[config.mk]
export PLATFORM = sky130hd
export DESIGN_NAME = rofd_force_disarm
export DESIGN_NICKNAME = d
export VERILOG_FILES = /design/src/design/rofd_pkg.sv /design/src/design/rofd_force_disarm.sv /design/src/design/rofd_timer.sv
export SDC_FILE = /design/constraint.sdc
export NUM_CORES = 1
export LEC_CHECK = 0
export BUFFER_PORTS_ARGS = -buffer_cell sky130_fd_sc_hd__buf_2
export CORE_UTILIZATION = 54
export CTS_BUF_LIST = sky130_fd_sc_hd__clkbuf_2
export CTS_CLUSTER_DIAMETER = 150
export CTS_CLUSTER_SIZE = 28
export DETAILED_ROUTE_END_ITERATION = 8
export PLACE_DENSITY = 0.78
export SYNTH_ARGS = -nofsm -noshare
export SYNTH_HDL_FRONTEND = slang
export SYNTH_SLANG_ARGS = --single-unit
export TNS_END_PERCENT = 100
[constraint.sdc]
create_clock -name i_core_clk -period 2.7 [get_ports i_core_clk]
set_clock_uncertainty 0.2 [all_clocks]
set_input_delay 0.27 -clock i_core_clk [delete_from_list [all_inputs] [get_ports i_core_clk]]
set_output_delay 0.27 -clock i_core_clk [all_outputs]
set_load 0.005 [all_outputs]
[src/design/rofd_pkg.sv]
// constants shared by the relay output force and disarm block
// assumes one 125 MHz core clock and 32-bit register port words
package rofd_pkg;

  // sizes: contacts, groups, contacts per group
  localparam int NC  = 16;
  localparam int NG  = 2;
  localparam int GS  = 8;
  localparam int AW  = 8;
  localparam int TW  = 16;
  localparam int TCW = 17;
  localparam int NT  = 3;

  // timebase
  localparam int CLK_NS   = 8;
  localparam int TICK_NS  = 1000000;
  localparam int TICK_CYC = TICK_NS / CLK_NS;

  // positions in the synchronised pin vector
  localparam int P_DRV  = 0;
  localparam int P_PERM = NC;
  localparam int P_LAT  = 2 * NC;
  localparam int P_HOLD = 3 * NC;
  localparam int P_DCMD = 4 * NC;
  localparam int P_ZONE = 4 * NC + NG;
  localparam int P_SUPV = P_ZONE + 1;
  localparam int PW     = P_SUPV + 1;

  // register byte addresses
  localparam logic [AW-1:0] A_SF_EN  = 8'h00;
  localparam logic [AW-1:0] A_SF_POS = 8'h04;
  localparam logic [AW-1:0] A_GF_EN  = 8'h08;
  localparam logic [AW-1:0] A_GF_POS = 8'h0c;
  localparam logic [AW-1:0] A_DIS    = 8'h10;
  localparam logic [AW-1:0] A_MODE   = 8'h14;
  localparam logic [AW-1:0] A_TMO    = 8'h18;
  localparam logic [AW-1:0] A_STAT   = 8'h1c;
  localparam logic [AW-1:0] A_ACT    = 8'h20;

  // mode register bits
  localparam int M_SF_PERM  = 0;
  localparam int M_GF_PERM  = 1;
  localparam int M_DIS_PERM = 2;
  localparam int M_DCTL     = 3;

  // timer indices
  localparam int T_SF  = 0;
  localparam int T_GF  = 1;
  localparam int T_DIS = 2;

  // reset values
  localparam logic [3:0]    MODE_RST = 4'h0;
  localparam logic [TW-1:0] TMO_RST  = 16'h03e8;

endpackage

[src/design/rofd_force_disarm.sv]
// relay output force and disarm control between normal drive and contacts
// assumes pin inputs are asynchronous and the register port is on i_core_clk
`timescale 1ns/1ps
`default_nettype none
module rofd_force_disarm #(
  parameter int unsigned P_TICK_CYC = rofd_pkg::TICK_CYC
) (
  // clock and reset
  input  wire logic                    i_core_clk,
  input  wire logic                    i_reset_n,
  // register port
  input  wire logic [rofd_pkg::AW-1:0] i_addr,
  input  wire logic [31:0]             i_wdata,
  input  wire logic                    i_wr,
  input  wire logic                    i_rd,
  output logic      [31:0]             o_rdata,
  // contact inputs
  input  wire logic [rofd_pkg::NC-1:0] i_normal_drive,
  input  wire logic [rofd_pkg::NC-1:0] i_force_permit,
  input  wire logic [rofd_pkg::NC-1:0] i_latched,
  input  wire logic [rofd_pkg::NC-1:0] i_hold_run,
  input  wire logic [rofd_pkg::NG-1:0] i_disarm_cmd,
  input  wire logic                    i_zone_drive,
  input  wire logic                    i_supv_drive,
  // contact outputs
  output logic      [rofd_pkg::NC-1:0] o_contact,
  output logic                         o_zone_out,
  output logic                         o_supv_out
);
  import rofd_pkg::*;

  typedef struct packed {
    logic [PW-1:0]  s1;
    logic [PW-1:0]  s2;
    logic [NC-1:0]  sf_en;
    logic [NC-1:0]  sf_pos;
    logic [NC-1:0]  out;
    logic [NG-1:0]  gf_en;
    logic [NG-1:0]  gf_pos;
    logic [NG-1:0]  dis_req;
    logic [3:0]     mode;
    logic [TW-1:0]  tmo;
    logic           sf_act;
    logic           gf_act;
    logic           dis_act;
    logic           tick;
    logic [TCW-1:0] tcnt;
    logic [1:0]     zs;
    logic [31:0]    rdata;
  } rofd_st_t;

  rofd_st_t s_r;
  rofd_st_t s_nxt;

  // widen a per-group vector to one bit per contact
  function automatic logic [NC-1:0] grp_spread(input logic [NG-1:0] v);
    logic [NC-1:0] r;
    r = '0;
    for (int i = 0; i < NC; i++) begin
      r[i] = v[i / GS];
    end
    return r;
  endfunction

  logic [NC-1:0] drv;
  logic [NC-1:0] perm;
  logic [NC-1:0] lat;
  logic [NC-1:0] hold;
  logic [NC-1:0] dcmd_c;
  logic [NC-1:0] dis_c;
  logic [NC-1:0] gf_c;
  logic [NC-1:0] sf_c;
  logic [NC-1:0] gpos_c;
  logic [NC-1:0] dreq_c;
  logic [NC-1:0] out_nxt;
  logic [NT-1:0] t_wr;
  logic [NT-1:0] t_any;
  logic [NT-1:0] t_exp;
  logic [NT-1:0] t_run;

  assign drv  = s_r.s2[P_DRV +: NC];
  assign perm = s_r.s2[P_PERM +: NC];
  assign lat  = s_r.s2[P_LAT +: NC];
  assign hold = s_r.s2[P_HOLD +: NC];
  assign dcmd_c = grp_spread(s_r.s2[P_DCMD +: NG]);
  assign dreq_c = grp_spread(s_r.dis_req);

  // disarm per contact, group wide
  assign dis_c = {NC{s_r.dis_act & s_r.mode[M_DCTL]}}
               & dreq_c & dcmd_c
               & ~lat & ~hold;

  // group force wins over single force
  assign gf_c = {NC{s_r.gf_act}} & grp_spread(s_r.gf_en)
              & perm & ~dis_c;
  assign sf_c = {NC{s_r.sf_act}} & s_r.sf_en & perm & ~dis_c
              & ~gf_c;
  assign gpos_c = grp_spread(s_r.gf_pos);

  // disarmed contacts keep their state
  assign out_nxt = (dis_c & s_r.out)
                 | (gf_c & gpos_c) | (sf_c & s_r.sf_pos)
                 | (~dis_c & ~gf_c & ~sf_c & drv);

  // timer triggers
  assign t_wr[T_SF]   = i_wr && (i_addr == A_SF_EN);
  assign t_wr[T_GF]   = i_wr && (i_addr == A_GF_EN);
  assign t_wr[T_DIS]  = i_wr && (i_addr == A_DIS);
  assign t_any[T_SF]  = |i_wdata[NC-1:0];
  assign t_any[T_GF]  = |i_wdata[NG-1:0];
  assign t_any[T_DIS] = |i_wdata[NG-1:0];

  for (genvar k = 0; k < NT; k++) begin : g_tmr
    rofd_timer u_tmr (
      .i_core_clk (i_core_clk),
      .i_reset_n  (i_reset_n),
      .i_start    (t_wr[k] && t_any[k]),
      .i_stop     (t_wr[k] && !t_any[k]),
      .i_tick     (s_r.tick),
      .i_load     (s_r.tmo),
      .o_run      (t_run[k]),
      .o_expire   (t_exp[k])
    );
  end

  always_comb begin
    s_nxt = s_r;
    s_nxt.s1 = {i_supv_drive, i_zone_drive, i_disarm_cmd, i_hold_run,
                i_latched, i_force_permit, i_normal_drive};
    s_nxt.s2 = s_r.s1;
    // timebase tick
    s_nxt.tick = 1'b0;
    if (s_r.tcnt >= TCW'(P_TICK_CYC - 1)) begin
      s_nxt.tcnt = '0;
      s_nxt.tick = 1'b1;
    end else begin
      s_nxt.tcnt = s_r.tcnt + 1'b1;
    end
    // register writes
    if (i_wr) begin
      case (i_addr)
        A_SF_EN:  s_nxt.sf_en   = i_wdata[NC-1:0];
        A_SF_POS: s_nxt.sf_pos  = i_wdata[NC-1:0];
        A_GF_EN:  s_nxt.gf_en   = i_wdata[NG-1:0];
        A_GF_POS: s_nxt.gf_pos  = i_wdata[NG-1:0];
        A_DIS:    s_nxt.dis_req = i_wdata[NG-1:0];
        A_MODE:   s_nxt.mode    = i_wdata[3:0];
        A_TMO:    s_nxt.tmo     = i_wdata[TW-1:0];
        default:  s_nxt.mode    = s_r.mode;
      endcase
    end
    // active flags: a write beats a same-cycle expiry
    if (t_wr[T_SF]) begin
      s_nxt.sf_act = t_any[T_SF];
    end else if (t_exp[T_SF] && !s_r.mode[M_SF_PERM]) begin
      s_nxt.sf_act = 1'b0;
    end
    if (t_wr[T_GF]) begin
      s_nxt.gf_act = t_any[T_GF];
    end else if (t_exp[T_GF] && !s_r.mode[M_GF_PERM]) begin
      s_nxt.gf_act = 1'b0;
    end
    if (t_wr[T_DIS]) begin
      s_nxt.dis_act = t_any[T_DIS];
    end else if (t_exp[T_DIS] && !s_r.mode[M_DIS_PERM]) begin
      s_nxt.dis_act = 1'b0;
    end
    s_nxt.out = out_nxt;
    // zone and supervision bypass disarm and force
    s_nxt.zs = {s_r.s2[P_ZONE], s_r.s2[P_SUPV]};
    // register reads, data in the next cycle
    s_nxt.rdata = '0;
    if (i_rd) begin
      case (i_addr)
        A_SF_EN:  s_nxt.rdata[NC-1:0] = s_r.sf_en;
        A_SF_POS: s_nxt.rdata[NC-1:0] = s_r.sf_pos;
        A_GF_EN:  s_nxt.rdata[NG-1:0] = s_r.gf_en;
        A_GF_POS: s_nxt.rdata[NG-1:0] = s_r.gf_pos;
        A_DIS:    s_nxt.rdata[NG-1:0] = s_r.dis_req;
        A_MODE:   s_nxt.rdata[3:0]    = s_r.mode;
        A_TMO:    s_nxt.rdata[TW-1:0] = s_r.tmo;
        A_STAT:   s_nxt.rdata = {dis_c, s_r.out};
        A_ACT:    s_nxt.rdata[5:0] = {t_run, s_r.dis_act, s_r.gf_act,
                                      s_r.sf_act};
        default:  s_nxt.rdata = '0;
      endcase
    end
  end

  always_ff @(posedge i_core_clk or negedge i_reset_n) begin
    if (!i_reset_n) begin
      s_r      <= '0;
      s_r.mode <= MODE_RST;
      s_r.tmo  <= TMO_RST;
    end else begin
      s_r <= s_nxt;
    end
  end

  assign o_rdata    = s_r.rdata;
  assign o_contact  = s_r.out;
  assign o_zone_out = s_r.zs[1];
  assign o_supv_out = s_r.zs[0];
endmodule
`default_nettype wire

[src/design/rofd_timer.sv]
// timeout timer counting timebase ticks
// assumes i_tick is a one-cycle pulse on the core clock
`timescale 1ns/1ps
`default_nettype none
module rofd_timer (
  // clock and reset
  input  wire logic                   i_core_clk,
  input  wire logic                   i_reset_n,
  // control
  input  wire logic                   i_start,
  input  wire logic                   i_stop,
  input  wire logic                   i_tick,
  input  wire logic [rofd_pkg::TW-1:0] i_load,
  // status
  output logic                        o_run,
  output logic                        o_expire
);
  import rofd_pkg::*;

  typedef struct packed {
    logic          run;
    logic          expire;
    logic [TW-1:0] cnt;
  } rofd_tmr_t;

  rofd_tmr_t s_r;
  rofd_tmr_t s_nxt;

  always_comb begin
    s_nxt = s_r;
    s_nxt.expire = 1'b0;
    if (i_start) begin
      s_nxt.run = 1'b1;
      s_nxt.cnt = i_load;
    end else if (i_stop) begin
      s_nxt.run = 1'b0;
    end else if (s_r.run && i_tick) begin
      // counts ticks, so the first, partial tick period after a start counts as a whole one
      if (s_r.cnt <= TW'(1)) begin
        s_nxt.run    = 1'b0;
        s_nxt.expire = 1'b1;
      end else begin
        s_nxt.cnt = s_r.cnt - 1'b1;
      end
    end
  end

  always_ff @(posedge i_core_clk or negedge i_reset_n) begin
    if (!i_reset_n) begin
      s_r <= '0;
    end else begin
      s_r <= s_nxt;
    end
  end

  assign o_run    = s_r.run;
  assign o_expire = s_r.expire;

endmodule
`default_nettype wire

### After elaboration in Yosys (flattened, before gate mapping)

Index checks and enable logic that the tools add are counted.

| storage, ports and cells | value |
|---|---|
| register bits after elaboration | 319 |
| input bits | 112 |
| output and inout port bits | 50 |
| logic and storage cells | 160 |

| operators by class | value |
|---|---|
| add/sub/neg operators | 4 |
| order comparisons | 4 |
| equality and inequality tests | 14 |
| multiplexer cells | 38 |
| bitwise logic cells | 26 |
| reduce and logical (&&, ||, !) cells | 48 |

Operators with widths:

| operator | count |
|---|---|
| $and 16x16->16 | 17 |
| $mux 16 | 7 |
| $not 16->16 | 5 |
| $mux 17 | 4 |
| $mux 18 | 3 |
| $le 16x1->1 const B | 3 |
| $or 16x16->16 | 3 |
| $sub 16x1->16 const B | 3 |
| $pmux 10 s4 | 1 |
| $eq 8x5->1 const B | 4 |
| $mux 32 | 1 |
| $reduce_and 2->1 | 10 |
| $pmux 2 s9 | 1 |
| $reduce_bool 3->1 | 6 |
| $add 17x1->17 const B | 1 |
| $ge 17x17->1 const B | 1 |
| $eq 8x4->1 const B | 2 |
| $mux 1 | 16 |
| $reduce_or 16->1 | 1 |
| $logic_and 1x1->1 | 15 |
| $ne 2x1->1 const B | 6 |
| $pmux 2 s6 | 1 |
| $reduce_bool 2->1 | 6 |
| $pmux 2 s5 | 1 |
| 8 further kinds | 16 |

### Longest topological paths before layout

| logic depth | value |
|---|---|
| depth after elaboration | 13 |
| mapped depth | 9 |
| depth with buffers taken out | 7 |

### Hierarchy

Synthesis repeated with hierarchy kept, for this count alone.

| unflattened totals | value |
|---|---|
| cell total of the unflattened synthesis | 1101 |
| area, all modules | 13474.2 sq um |

By module, submodules not included:

| module | times used | cells each | area an instance (sq um) | seq. area each (sq um) |
|---|---|---|---|---|
| rofd_force_disarm | 1 | 741 | 10099.7 | 6638.9 |
| rofd_timer | 3 | 120 | 1124.8 | 450.4 |

### Worst setup path before layout

No wires, ideal clock.

| timing | value |
|---|---|
| path type | register -> register |
| start | register g_tmr[0].u_tmr.s_r[12] in the netlist's numbering |
| end | register g_tmr[0].u_tmr.s_r[7] in the netlist's numbering |
| setup time | 0.126 ns |
| arrival time | 2.373 ns |
| required time | 2.374 ns |
| path slack | 0.001 ns |
| cell stages (with the launch flop) | 8 |
| buffers on the path | 2 |
| clock period less this slack | 2.699 ns |
| cell sequence | dfrtp_1 or4_1 or4_1 clkbuf_1 o21a_1 buf_2 mux2i_1 a221o_1 |

| on the way | value |
|---|---|
| longest elaborated chain between the ends | 3 |

Ends and longest elaborated chain:

| element | RTL line | source |
|---|---|---|
| start, declared | rofd_timer.sv:26 | `rofd_tmr_t s_r;` |
| start signal, assigned | rofd_timer.sv:52 | `s_r <= s_nxt;` |
| $le 16x1->1 | rofd_timer.sv:39 | `if (s_r.cnt <= TW'(1)) begin` |
| $ne 2x1->1 (no line) | - |  |
| $reduce_and 3->1 (no line) | - |  |

No other way between the ends.
A chain may end at the register's enable or synchronous reset.

### Worst setup path in the final report

| timing | value |
|---|---|
| start | register g_tmr[2].u_tmr.s_r[12] in the netlist's numbering |
| end | register g_tmr[2].u_tmr.s_r[3] in the netlist's numbering |

| on the way | value |
|---|---|
| longest elaborated chain between the ends | 3 |

Ends and longest elaborated chain:

| element | RTL line |
|---|---|
| start, declared | rofd_timer.sv:26 |
| start signal, assigned | rofd_timer.sv:52 |
| $le 16x1->1 | rofd_timer.sv:39 |
| $ne 2x1->1 (no line) | - |
| $reduce_and 3->1 (no line) | - |

No other way between the ends.

==> results.txt <==
- Detailed Place HPWL: 21.58 mm
- Clock buffers created by TritonCTS: 15
- Counting I/O delays and the setup requirement, the final critical path takes 2.719 ns.
- Number of rows created at floorplan: 56
* Global router's overall resource usage: 30.14%
* Number of max-cap violations: 0
- Total DRC errors in the routed layout: 0
- Area delta synth->final: 24.96%
- Sw Ratio: 25.21%
* Distinct cell type count after synthesis: 66
* Die X: 157.6 microns
* Most used flip-flop cell after synthesis: sky130_fd_sc_hd__dfrtp_1
- Violated checks: negative setup slack
* Wire length of the first global-routing pass: 56.70 mm
- After layout, the worst setup slack is -0.01887 ns.
- Placed instance area: 0.01423 sq mm
* Clock slew seen by the registers of the worst setup and hold paths: 0.51 ns
* Post-DR wirelength/cell: 20.81 microns
- Clock sink count: 319
- Buffering stage count on the worst path with inverters included: 1
* Critical Setup Path Class: reg2reg
* Average size of a mapped cell: 11.97 sq um
* Final ANT Viol Nets: 0
- Data arrives at the worst endpoint at 3.39 ns.
- F_max: 0.3678 GHz
- Setup repair after global routing missed its margin: true
- The count of endpoints failing hold in the final timing report came to 0.
- The post-route netlist has 23.05% of its cells at a drive strength greater than 1.
- For the final routed database, the setup TNS stands at -0.01887 ns.
- Cell internal power was estimated by the tool at 0.005602 W.
* Worst supply voltage drop on vdd: 0.0005154 V
- Power spread over the standard cell area amounts to 458.6 mW/mm^2.
- After floorplanning, the core was sized to cover 0.02361 sq mm.
- Sum of overflow across all layers after global routing: 0
- In this design, the stage delay of the slowest critical-path cell is 0.54 ns.
- The number of antenna violations at the first check in global routing came to 2.
- Slowest cell on crit path: sky130_fd_sc_hd__or4_4
* Instance count after placement with tap cells included: 1529
* Number of non-filler instances in the completed layout: 1744
- The via count of the first global-routing pass was 10.55k.
- Power comes to 0.007490 W.
- Maximum fanout encountered on the critical timing path: 7
- Detailed router's first-iteration violation count: 1029
* Area of the mapped netlist: 0.01307 sq mm
- Worst hold path class: in2reg
- Cell-by-cell trace of the critical path: or4_4 > or4_4 > o21a_4 > buf_4 > a32o_1 > a211o_1
- At the pin with the least slew margin, the transition time is 0.8110 ns.
- The clock network is responsible for 21.3% of the overall power.
- The filler cells instantiated in the layout total 1608.
* Synthesis Warnings: 0
* Detailed-routing iteration count for the pre-antenna-repair pass: 8
- Post-Synthesis Net Count: 1211
* Type of destination of the critical path: register
* Top cell by count, worst path: sky130_fd_sc_hd__or4_4
- Data on the critical path is required at its endpoint by 3.37 ns.
- Run status: complete, but fails checks
- Synthesis handed over a netlist of 1092 instances.
* Final period utilization: 100.7%
- Setup violations remaining at the end of the flow were counted as 1.
- Portion of total power attributed to combinational logic: 10.0%
- RD Place Congestion: 0.9077
- Number of nets in the layout: 1538
- The critical path crosses 6 cells after its start point.
* Clock latency on the worst-skew pair: 0.92 ns
- Slew Limit Fails: 0
- In this run, synthesis inferred 0 flip-flops with an integrated enable.
* Buffer levels on the longest clock path: 3
- Summed over all cells, the static leakage comes to 7.565 nW.
* Critical Path Start Type: register
- Start of the worst register-to-register path: g_tmr[2].u_tmr.s_r[12]
- # H-tree levels: 1
- TritonCTS built the clock tree.
- The synthesized design contains 319 register bits.
- Clock tree synthesis selected as its root buffer the cell sky130_fd_sc_hd__clkbuf_2.
- Largest net degree at the start of global routing: 70
- Register-to-Register Path Depth: 6
- Number of buffers inserted by port buffering: 145
* Kind of cell adding the most delay to the critical path: simple AND/OR/NAND/NOR gates
- Post-placement worst setup slack: -0.06140 ns
* Synth async-reset ratio: 100.0%
- Of the total power, registers draw 68.8%.
- 162 I/O pins were placed.
- Measured against its own limit, the worst slew margin works out to 45.80%.
- Sequential cells were found to cover 61.14% of the synthesized design area.
* Floorplan die height: 157.6 microns
- Via total after detailed routing: 10.34k
- Net load switching power: 0.001888 W
- The initial utilization of the core area, before any placement, comes to 55.35%.
* Via density: 5.931
- Total die area: 0.02483 sq mm
- Startpoint of the worst hold path: i_addr[0]
- Counting instances, the worst hold path has a depth of 5.
* Post-detailed-routing wire length: 36.29 mm
- Crit. Startpoint: g_tmr[2].u_tmr.s_r[12]
- After routing the design area is 0.01633 sq mm.
[metrics by stage]
step	hold WS, ns	util [%]
after global routing	0.02364	69.15
after floorplan	-0.2256	-
after global placement	0.07473	60.27
final	0.06599	69.16
after CTS	0.007123	68.77
after detailed placement	0.07104	60.27
[layout make-up]
type | count | area [sq um] | share of cell area [%]
clock buffer | 20 | 100.1 | 0.6129
antenna | 2 | 5.005 | 0.03065
multi-input combinational | 666 | 4533 | 27.76
clock inverter | 1 | 20.02 | 0.1226
tap | 319 | 399.1 | 2.444
timing repair buffer | 401 | 3223 | 19.74
inverter | 16 | 60.06 | 0.3678
sequential | 319 | 7990 | 48.93
[routing by layer]
metal	up-vias	GRT usage, %	part of all wire (%)
li1	4608	-	-
met1	5171	38.37	39
met2	449	51.41	50
met3	113	4.544	6.0
met4	2	12.76	4.4
met5	-	1.656	0.14
[worst paths after layout]
kind	slack, ns	endpoint
min in group asynchronous	0.25	s_r[109]
worst min register to register	0.11	hold[3]
worst min-delay path	0.07	o_rdata[1]
worst max register to register	-0.02	g_tmr[2].u_tmr.s_r[3]
worst max-delay path	-0.02	g_tmr[2].u_tmr.s_r[3]
max in group asynchronous	1.62	s_r[63]
[synthesized netlist by cell type (13+ instances only)]
cell type | count | area, sq um
sky130_fd_sc_hd__dfrtp_1 | 313 | 7833
sky130_fd_sc_hd__nand2_1 | 90 | 337.8
sky130_fd_sc_hd__mux2_2 | 60 | 675.7
sky130_fd_sc_hd__nor2_1 | 53 | 198.9
sky130_fd_sc_hd__buf_4 | 50 | 375.4
sky130_fd_sc_hd__nor3_1 | 41 | 205.2
sky130_fd_sc_hd__clkbuf_1 | 35 | 131.4
sky130_fd_sc_hd__a21oi_1 | 32 | 160.2
sky130_fd_sc_hd__nand3_1 | 31 | 155.2
sky130_fd_sc_hd__o21ai_0 | 29 | 145.1
sky130_fd_sc_hd__a221o_1 | 25 | 250.2
sky130_fd_sc_hd__and3_1 | 25 | 156.4
sky130_fd_sc_hd__nand2b_1 | 22 | 137.6
sky130_fd_sc_hd__nor4_1 | 20 | 125.1
sky130_fd_sc_hd__a211oi_1 | 17 | 127.6
sky130_fd_sc_hd__inv_1 | 16 | 60.06
sky130_fd_sc_hd__a21o_1 | 15 | 112.6
sky130_fd_sc_hd__a22oi_1 | 14 | 105.1
sky130_fd_sc_hd__mux2i_1 | 14 | 140.1
sky130_fd_sc_hd__or3_1 | 13 | 81.33
[power groups by stage]
stage / Clock (W) / Sequential (W) / Combinational (W)
floorplan: 0 / 0.00513 / 0.000234
global placement: 0 / 0.00519 / 0.000487
detailed placement: 0 / 0.00520 / 0.000500
CTS: 0.00161 / 0.00514 / 0.000711
global route: 0.00179 / 0.00517 / 0.000811
finish: 0.00159 / 0.00515 / 0.000746
[logic make-up (layout without fill, tap and decap cells)]
family	count (synthesis)	after routing	synth area share, %
buffers and inverters	107	438	4.605
AND/OR/NAND/NOR	356	356	14.18
flip-flops	319	319	61.14
multiplexers	76	76	6.529
other	0	2	0
XOR/XNOR	16	16	1.072
adder cells (fa/ha/maj)	7	7	0.6701
AO/OA/AOI/OAI	211	211	11.80
[registers in the layout (all words and copies together), names as in the netlist]
register	flops
dcmd_c	2
s_nxt	70
hold	16
o_zone_out	1
g_tmr.u_tmr.o_run	3
lat	16
gpos_c	2
g_tmr.u_tmr.s_r	48
s_r	75
perm	16
g_tmr.u_tmr.o_expire	3
o_rdata	32
dreq_c	2
o_supv_out	1
drv	16
o_contact	16
[tightest hold or removal path, cell delays in order]
cell and delay (ns):
sky130_fd_sc_hd__dlygate4sd3_1 0.53, sky130_fd_sc_hd__buf_2 0.15, sky130_fd_sc_hd__nor2_1 0.10, sky130_fd_sc_hd__nand4_1 0.11
sky130_fd_sc_hd__a31oi_1 0.08
[what timing repair did]
item                                   4_1_cts  5_1_grt
pin swaps                                    0        5
setup endpoints to repair                   10       16
hold buffers                               186        3
resized for setup                            3        8
buffers inserted                             0        3
endpoints found under the hold margin      530        5
[cell usage in the layout, fill, tap and decap left out, drive strengths merged, types with 10 or more instances in the layout]
master / instances
nor4: 21
or4: 14
nand3: 31
nand2: 90
a22oi: 14
a21o: 15
a31oi: 12
a211oi: 17
dlygate4sd3: 188
buf: 213
and3: 25
xnor2: 10
nor3: 42
o21ai: 30
clkbuf: 20
or3: 13
nand2b: 22
inv: 17
dfrtp: 313
nor2: 53
a21oi: 32
nand4: 12
mux2: 61
a221o: 25
mux2i: 14
Power figures use the tool's default switching activity.
